<file path="src/hdl/plr_pkg.sv">
/*
  Constants, state codes and the state record of the link-side request sender.
  Assumes one 50 MHz clock shared with the device's interface clock domain view.
*/
package plr_pkg;
    // ------------------------------------------------------------
    // request type codes
    // ------------------------------------------------------------
    localparam logic [2:0] REQ_IMM = 3'h0;
    localparam logic [2:0] REQ_ISO = 3'h1;
    localparam logic [2:0] REQ_PRI = 3'h2;
    localparam logic [2:0] REQ_FAIR = 3'h3;
    localparam logic [2:0] REQ_READ = 3'h4;
    localparam logic [2:0] REQ_WRITE = 3'h5;
    localparam logic [2:0] REQ_ACCEL = 3'h6;
    localparam logic [2:0] REQ_RSVD = 3'h7;
    // ------------------------------------------------------------
    // speed codes
    // ------------------------------------------------------------
    localparam logic [2:0] SPD_S100 = 3'h0;
    localparam logic [2:0] SPD_S200 = 3'h2;
    localparam logic [2:0] SPD_S400 = 3'h4;
    // ------------------------------------------------------------
    // stream lengths
    // ------------------------------------------------------------
    localparam int FRAME_W = 17;
    localparam logic [4:0] LEN_BUS_SHORT = 5'h07;
    localparam logic [4:0] LEN_BUS = 5'h08;
    localparam logic [4:0] LEN_READ = 5'h09;
    localparam logic [4:0] LEN_WRITE = 5'h11;
    localparam logic [4:0] LEN_ACCEL = 5'h06;
    // ------------------------------------------------------------
    // control bus codes
    // ------------------------------------------------------------
    localparam logic [1:0] CTL_IDLE = 2'h0;
    localparam logic [1:0] CTL_STATUS = 2'h1;
    localparam logic [1:0] CTL_RECEIVE = 2'h2;
    localparam logic [1:0] CTL_GRANT = 2'h3;
    localparam logic [1:0] LCTL_RELEASE = 2'h0;
    localparam logic [1:0] LCTL_HOLD = 2'h1;
    localparam logic [1:0] LCTL_TRANSMIT = 2'h2;
    // ------------------------------------------------------------
    // timing and reset values
    // ------------------------------------------------------------
    localparam logic [1:0] GRANT_BLANK = 2'h3;
    localparam logic [1:0] RST_SYNC_ISO = 2'h3;

    typedef enum logic [1:0] {
        ST_IDLE = 2'h0,
        ST_WAIT = 2'h1,
        ST_SEND = 2'h3
    } plr_state_t;

    typedef struct packed {
        plr_state_t state;
        logic [FRAME_W-1:0] frame;
        logic [FRAME_W-1:0] sh;
        logic [4:0] len;
        logic [4:0] cnt;
        logic [2:0] kind;
        logic retry;
        logic pending;
        logic [2:0] pend_kind;
        logic iso_ok;
        logic [1:0] ctl_s1;
        logic [1:0] ctl_s2;
        logic [1:0] flt_s1;
        logic [1:0] flt_s2;
        logic [1:0] iso_s;
        logic [1:0] ctl_h;
        logic idle_prev;
        logic owned;
        logic [1:0] blank;
        logic line;
        logic line_oe_n;
        logic [1:0] ctl_out;
        logic [1:0] ctl_oe_n;
        logic [7:0] dat_out;
        logic [7:0] dat_oe_n;
        logic ready;
    } plr_reg_t;
endpackage

</file>
<file path="src/hdl/plr_link_requester.sv">
/*
  Link-side request sender: serialises service requests onto the request line,
  tracks the pending bus request, takes and releases the interface on grant,
  and differentiates its outputs when the isolation select is low.
  Assumes the pins are resolved outside from the output enables and the float flags.
*/
module plr_link_requester (
    // clock and reset
    input wire logic sys_clk_i,
    input wire logic reset_i,
    // user request port
    input wire logic req_valid_i,
    input wire logic [2:0] req_type_i,
    input wire logic [2:0] req_speed_i,
    input wire logic [3:0] req_addr_i,
    input wire logic [7:0] req_data_i,
    input wire logic req_accel_i,
    output logic req_ready_o,
    output logic bus_pending_o,
    // user events and transmit side
    input wire logic cycle_start_i,
    input wire logic bus_reset_i,
    input wire logic crc_bad_i,
    input wire logic [1:0] tx_ctl_i,
    input wire logic [7:0] tx_data_i,
    output logic granted_o,
    // interface pins
    input wire logic iso_mode_n_i,
    output logic link_request_line_o,
    output logic link_request_line_oe_n_o,
    input wire logic [1:0] interface_control_bus_i,
    input wire logic [1:0] interface_control_bus_float_i,
    output logic [1:0] interface_control_bus_o,
    output logic [1:0] interface_control_bus_oe_n_o,
    output logic [7:0] interface_data_bus_o,
    output logic [7:0] interface_data_bus_oe_n_o
);
    import plr_pkg::*;

    plr_reg_t st;
    plr_reg_t next_st;
    logic iso_on;
    logic seen_rx;
    logic seen_grant;
    logic fairpri;
    logic allowed;

    // low when the pin is to be driven this cycle
    function automatic logic drive_n(input logic on, input logic own_nx, input logic own_now,
                                     input logic lvl_nx, input logic lvl_now);
        return !(own_nx && (!on || !own_now || (lvl_nx != lvl_now)));
    endfunction

    // ------------------------------------------------------------
    // next state
    // ------------------------------------------------------------
    always_comb begin
        next_st = st;
        iso_on = !st.iso_s[1];
        next_st.ctl_s1 = interface_control_bus_i;
        next_st.ctl_s2 = st.ctl_s1;
        next_st.flt_s1 = interface_control_bus_float_i;
        next_st.flt_s2 = st.flt_s1;
        next_st.iso_s = {st.iso_s[0], iso_mode_n_i};
        for (int i = 0; i < 2; i++) begin
            next_st.ctl_h[i] = st.flt_s2[i] ? st.ctl_h[i] : st.ctl_s2[i];
        end
        next_st.idle_prev = (st.ctl_h == CTL_IDLE);
        // device codes only mean something while the device owns the bus
        seen_rx = !st.owned && (st.ctl_h == CTL_RECEIVE);
        seen_grant = !st.owned && (st.blank == 2'h0) && (st.ctl_h == CTL_GRANT);
        fairpri = (st.kind == REQ_PRI) || (st.kind == REQ_FAIR);
        unique case (st.kind)
            REQ_PRI, REQ_FAIR: allowed = (st.ctl_h == CTL_IDLE) && st.idle_prev;
            REQ_ISO: allowed = st.iso_ok;
            default: allowed = 1'b1;
        endcase
        if (st.blank != 2'h0) begin
            next_st.blank = st.blank - 2'h1;
        end
        // pending bus request: clears first so that a set in the same cycle wins
        if (seen_grant || bus_reset_i) begin
            next_st.pending = 1'b0;
        end
        if (seen_rx && ((st.pend_kind == REQ_PRI) || (st.pend_kind == REQ_FAIR))) begin
            next_st.pending = 1'b0;
        end
        unique case (st.state)
            ST_IDLE: begin
                if (req_valid_i && st.ready) begin
                    next_st.kind = req_type_i;
                    next_st.state = ST_WAIT;
                    unique case (req_type_i)
                        REQ_READ: begin
                            next_st.frame = {1'b1, req_type_i, req_addr_i, 1'b0, 8'h00};
                            next_st.len = LEN_READ;
                        end
                        REQ_WRITE: begin
                            next_st.frame = {1'b1, req_type_i, req_addr_i, req_data_i, 1'b0};
                            next_st.len = LEN_WRITE;
                        end
                        REQ_ACCEL: begin
                            next_st.frame = {1'b1, req_type_i, req_accel_i, 1'b0, 11'h000};
                            next_st.len = LEN_ACCEL;
                        end
                        REQ_RSVD: begin
                            next_st.state = ST_IDLE;
                        end
                        default: begin
                            // speed code goes out as given, invalid ones included
                            next_st.frame = {1'b1, req_type_i, req_speed_i, 1'b0, 9'h000};
                            next_st.len = req_speed_i[0] ? LEN_BUS : LEN_BUS_SHORT;
                            if (st.pending) begin
                                next_st.state = ST_IDLE;
                            end
                        end
                    endcase
                end
            end
            ST_WAIT: begin
                if (allowed) begin
                    next_st.line = st.frame[FRAME_W-1];
                    next_st.sh = st.frame << 1;
                    next_st.cnt = st.len - 5'h01;
                    next_st.retry = 1'b0;
                    next_st.state = ST_SEND;
                end
            end
            ST_SEND: begin
                if (fairpri && seen_rx) begin
                    next_st.retry = 1'b1;
                end
                if (st.cnt == 5'h00) begin
                    next_st.line = 1'b0;
                    if (st.retry || (fairpri && seen_rx)) begin
                        next_st.state = ST_WAIT;
                    end else begin
                        next_st.state = ST_IDLE;
                        if (!st.kind[2]) begin
                            next_st.pending = 1'b1;
                            next_st.pend_kind = st.kind;
                        end
                        if (st.kind == REQ_ISO) begin
                            next_st.iso_ok = 1'b0;
                        end
                    end
                end else begin
                    next_st.line = st.sh[FRAME_W-1];
                    next_st.sh = st.sh << 1;
                    next_st.cnt = st.cnt - 5'h01;
                end
            end
        endcase
        if (cycle_start_i) begin
            next_st.iso_ok = 1'b1;
        end
        next_st.ready = (next_st.state == ST_IDLE);
        // interface ownership after a grant
        if (seen_grant) begin
            next_st.owned = 1'b1;
            next_st.ctl_out = crc_bad_i ? LCTL_RELEASE : tx_ctl_i;
        end else if (st.owned) begin
            if (st.ctl_out == LCTL_RELEASE) begin
                next_st.owned = 1'b0;
                next_st.ctl_out = LCTL_RELEASE;
                next_st.blank = GRANT_BLANK;
            end else begin
                next_st.ctl_out = tx_ctl_i;
            end
        end
        next_st.dat_out = next_st.owned ? tx_data_i : 8'h00;
        next_st.line_oe_n = drive_n(iso_on, 1'b1, 1'b1, next_st.line, st.line);
        for (int i = 0; i < 2; i++) begin
            next_st.ctl_oe_n[i] = drive_n(iso_on, next_st.owned, st.owned,
                                          next_st.ctl_out[i], st.ctl_out[i]);
        end
        for (int i = 0; i < 8; i++) begin
            next_st.dat_oe_n[i] = drive_n(iso_on, next_st.owned, st.owned,
                                          next_st.dat_out[i], st.dat_out[i]);
        end
    end

    // ------------------------------------------------------------
    // state register
    // ------------------------------------------------------------
    always_ff @(posedge sys_clk_i) begin
        if (reset_i) begin
            st <= '0;
            st.state <= ST_IDLE;
            st.iso_s <= RST_SYNC_ISO;
            st.line_oe_n <= 1'b0;
            st.ctl_oe_n <= 2'h3;
            st.dat_oe_n <= 8'hFF;
            st.ready <= 1'b1;
        end else begin
            st <= next_st;
        end
    end

    assign req_ready_o = st.ready;
    assign bus_pending_o = st.pending;
    assign granted_o = st.owned;
    assign link_request_line_o = st.line;
    assign link_request_line_oe_n_o = st.line_oe_n;
    assign interface_control_bus_o = st.ctl_out;
    assign interface_control_bus_oe_n_o = st.ctl_oe_n;
    assign interface_data_bus_o = st.dat_out;
    assign interface_data_bus_oe_n_o = st.dat_oe_n;

    // ------------------------------------------------------------
    // checks
    // ------------------------------------------------------------
    line_rests_low_a: assert property (@(posedge sys_clk_i) disable iff (reset_i)
        (st.state == ST_IDLE) |-> !link_request_line_o)
        else $error("request line not low while idle");
    start_bit_a: assert property (@(posedge sys_clk_i) disable iff (reset_i)
        $rose(st.state == ST_SEND) |-> link_request_line_o)
        else $error("stream without start bit");
    type_bits_a: assert property (@(posedge sys_clk_i) disable iff (reset_i)
        $rose(st.state == ST_SEND) |-> ##1 (link_request_line_o == st.kind[2])
        ##1 (link_request_line_o == st.kind[1]) ##1 (link_request_line_o == st.kind[0]))
        else $error("type bits wrong");
    accel_length_a: assert property (@(posedge sys_clk_i) disable iff (reset_i)
        ($rose(st.state == ST_SEND) && (st.kind == REQ_ACCEL))
        |-> (st.state == ST_SEND) [*6] ##1 (st.state != ST_SEND))
        else $error("acceleration stream length wrong");
    diff_pulse_a: assert property (@(posedge sys_clk_i) disable iff (reset_i)
        (!st.iso_s[1] && $past(!st.iso_s[1]) && $changed(link_request_line_o))
        |-> !link_request_line_oe_n_o)
        else $error("level change not driven");
    diff_float_a: assert property (@(posedge sys_clk_i) disable iff (reset_i)
        (!st.iso_s[1] && $past(!st.iso_s[1]) && $stable(link_request_line_o))
        |-> link_request_line_oe_n_o)
        else $error("steady level not floated");
    plain_drive_a: assert property (@(posedge sys_clk_i) disable iff (reset_i)
        ($past(st.iso_s[1]) && $past(st.iso_s[1], 2)) |-> !link_request_line_oe_n_o)
        else $error("request line not driven outside isolated mode");
    idle_first_a: assert property (@(posedge sys_clk_i) disable iff (reset_i)
        ($rose(st.state == ST_SEND) && ((st.kind == REQ_PRI) || (st.kind == REQ_FAIR)))
        |-> ($past(st.ctl_h) == CTL_IDLE) && ($past(st.ctl_h, 2) == CTL_IDLE))
        else $error("fair or priority request sent too soon after idle");
    cancel_release_a: assert property (@(posedge sys_clk_i) disable iff (reset_i)
        (seen_grant && crc_bad_i)
        |=> (granted_o && (interface_control_bus_o == LCTL_RELEASE)) ##1 !granted_o)
        else $error("cancelled acknowledge not released at once");
endmodule

</file>
<file path="config.mk">
export PLATFORM = sky130hd
export DESIGN_NAME = plr_link_requester
export DESIGN_NICKNAME = d
export VERILOG_FILES = /design/src/hdl/plr_pkg.sv /design/src/hdl/plr_link_requester.sv
export SDC_FILE = /design/constraint.sdc
export NUM_CORES = 1
export LEC_CHECK = 0
export BUFFER_PORTS_ARGS = -buffer_cell sky130_fd_sc_hd__buf_2
export CAP_MARGIN = 20
export CORE_MARGIN = 2
export CORE_UTILIZATION = 40
export CTS_CLUSTER_DIAMETER = 50
export CTS_CLUSTER_SIZE = 16
export DETAILED_ROUTE_END_ITERATION = 16
export SYNTH_ARGS = -nofsm -noshare
export SYNTH_HDL_FRONTEND = slang
export SYNTH_SLANG_ARGS = --single-unit
</file>
<file path="constraint.sdc">
create_clock -name sys_clk_i -period 3.75 [get_ports sys_clk_i]
set_clock_uncertainty 0.2 [all_clocks]
set_input_delay 0.5625 -clock sys_clk_i [delete_from_list [all_inputs] [get_ports sys_clk_i]]
set_output_delay 0.5625 -clock sys_clk_i [all_outputs]
set_load 0.05 [all_outputs]
</file>
==> results.tsv <==
metric	value	unit
final setup fails	0	
commonest non-fill, non-tap cells in the layout	dfxtp_1, buf_2, nor2_1	
Adder-Cell Fraction of Synth Area	0.336	%
Final Hold Fails	0	
Period Utilization, post-route	63.0	%
Post-Synth XOR/XNOR Area	2.59	%
multiplexer share of the synthesized area	1.65	%
Setup TNS	0	ns
initial antenna violation count	0	
critical path peak fanout	21	
drt wl/cell	13.1	um
die width	100	um
Synth Area in Simple Gates	22.6	%
Crit path required time	3.82	ns
GRT overflow	0	
H-tree depth	3	
initial core utilization	40.7	%
final net count	489	
drt total wl	7420	um
DIE AREA	0.0101	mm2
Max Cap Violations	0	
vias	2848	
io pins	65	
fraction of layout cells with a size suffix above 1	23.6	%
Skew-Pair Late Insertion Delay	0.35	ns
Slew @ Worst Pin	0.613	ns
post-DR vias/cell	5.05	
CTS root buf	clkbuf_8	
synthesized area	0.00372	mm2
row count	35	
Max transition margin	59.2	%
startpoint types	flop	
final non-filler cell area	0.00414	mm2
CTS tree	yes	
Avg Inst Size Synth	8.97	um2
Synth warnings	0	
Worst Hold Class	primary input to flop	
PD cells	634	mW/mm2
area grow syn2layout	11.1	%
Data arrival, critical path	2.43	ns
drt first pass iters	4	
first-pass GRT wire length	12800	um
GP Congestion	0.747	
slowest library cell on the worst path	dfxtp_1	
core area	0.00915	mm2
crit path setup slack, layout	1.39	ns
crit-path cells	and2_1, buf_4, mux2i_1, ha_1, o21ai_0, a2111o_1, a31oi_1	
Post-synth EDFFs	0	
f_max	423	MHz
vias in the first global route	2789	
Final Max Tran Viols	0	
hold_ws	0.199	ns
leakage	1.57	nW
CP Capture Type	flop	
Unique masters post-synth	53	
IO buf count	64	
Num CTS Buffers	9	
dpl ws	1.36	ns
PostCTS Resize Cnt	0	
worst setup path category	flop to flop	
Final Util	45.2	%
Main synth FF type	dfxtp_1	
placed cell area	0.00394	mm2
Post-CTS Hold Buffers	0	
crit-path max cell delay	0.44	ns
Post-CTS Repair Setup Buffers	0	
commonest non-fill, non-tap cell in the layout	dfxtp_1	
register area share after synthesis	47.3	%
Compound-Gate Fraction of Synth Area	17.8	%
min cycle time layout	2.36	ns
Cells after Synth	415	
flops & latches, synth	88	
DRC Markers	0	
DRT antenna net count	0	
pin count of the biggest net entering global routing	47	
Clock Path Buffers	2	
combinational family with the most area after synthesis	simple AND/OR/NAND/NOR gates	
initial DRC count	110	
antenna cells	0	
Synthesized Nets	456	
die height	100	um
clock-pin slew on the worst setup and hold paths	0.08	ns
RSZ-0062 raised after global routing	false	
Tot GR Track Use	15.6	%
DP HPWL	5120	um
status	complete, no violations	
Num Clock Sinks	88	
Worst VDD drop	402	uV
async set or reset register ratio after synthesis	0	%
==> logic make-up after synthesis <==
family | Yosys count
mux | 6
flops | 88
compound gates | 84
fa+ha+maj | 1
simple gates | 175
buf+inv | 50
xor+xnor | 11
==> stage by stage <==
| stage | std cells | total power (W) |
|---|---|---|
| 2_1_floorplan | 415 | 0.00186 |
| 3_3_place_gp | 548 | 0.00198 |
| 3_5_place_dp | 548 | 0.00200 |
| 4_1_cts | 564 | 0.00266 |
| 5_1_grt | 564 | 0.00281 |
| 6_report | 564 | 0.00262 |
==> cells in the mapped netlist, drive strengths merged (4+ instances only) <==
library cell	number	area share, %
a211oi	6	1.3
a21oi	19	2.7
a22oi	9	1.8
a311oi	14	5.6
a31oi	5	0.84
and2	10	1.7
buf	27	5.4
clkbuf	19	1.9
dfxtp	88	47
inv	4	0.40
mux2i	5	1.3
nand2	53	5.3
nand2b	5	0.84
nor2	55	5.5
nor2b	14	2.4
nor3	15	2.0
nor4	4	0.67
o21ai	17	2.3
or2	4	0.67
xor2	8	1.9
==> final timing paths <==
check,from,endpoint,slack [ns],depth (start not counted)
min,iso_mode_n_i,next_st[30],0.20,2
max,st[92],st[52],1.39,7
min reg2reg,next_st[30],st[30],0.21,1
max reg2reg,st[92],st[52],1.39,7
==> flip-flops by register name, indices dropped and copies added, names as in the netlist, 2 cells and up <==
name / flops
interface_control_bus_o: 2
interface_data_bus_oe_n_o: 8
next_st: 5
st: 58
interface_data_bus_o: 8
interface_control_bus_oe_n_o: 2
==> power breakdown <==
part	switching, W	internal, W	total (W)
combinational	0.000455	0.000305	0.000761
sequential	0.000120	0.00109	0.00121
clock	0.000338	0.000312	0.000650
total	0.000914	0.00171	0.00262
==> worst max-delay path, delay by kind of cell (launching register included) <==
kind	cells	cell delay, ns
AOI/OAI and AO/OA	3	0.68
adders and majority gates	1	0.27
and+or+nand+nor	1	0.16
muxes	1	0.27
DFF	1	0.44
buffers and inverters	1	0.25
==> final cells by class <==
class | instances | area (um2)
clock buffer | 10 | 128
clock inverter | 6 | 68.8
fill | 936 | 5020
inverter | 4 | 15.0
multi-input combinational | 277 | 1670
sequential | 88 | 1760
tap | 111 | 139
timing repair buffer | 68 | 350
==> routing by layer <==
layer | wire length (um) | GRT usage (%)
met5 | 0 | 0
met4 | 140 | 5.90
met3 | 249 | 2.77
met2 | 3450 | 25.3
met1 | 3570 | 20.8
No activity file was read; power rests on OpenSTA's default activity.
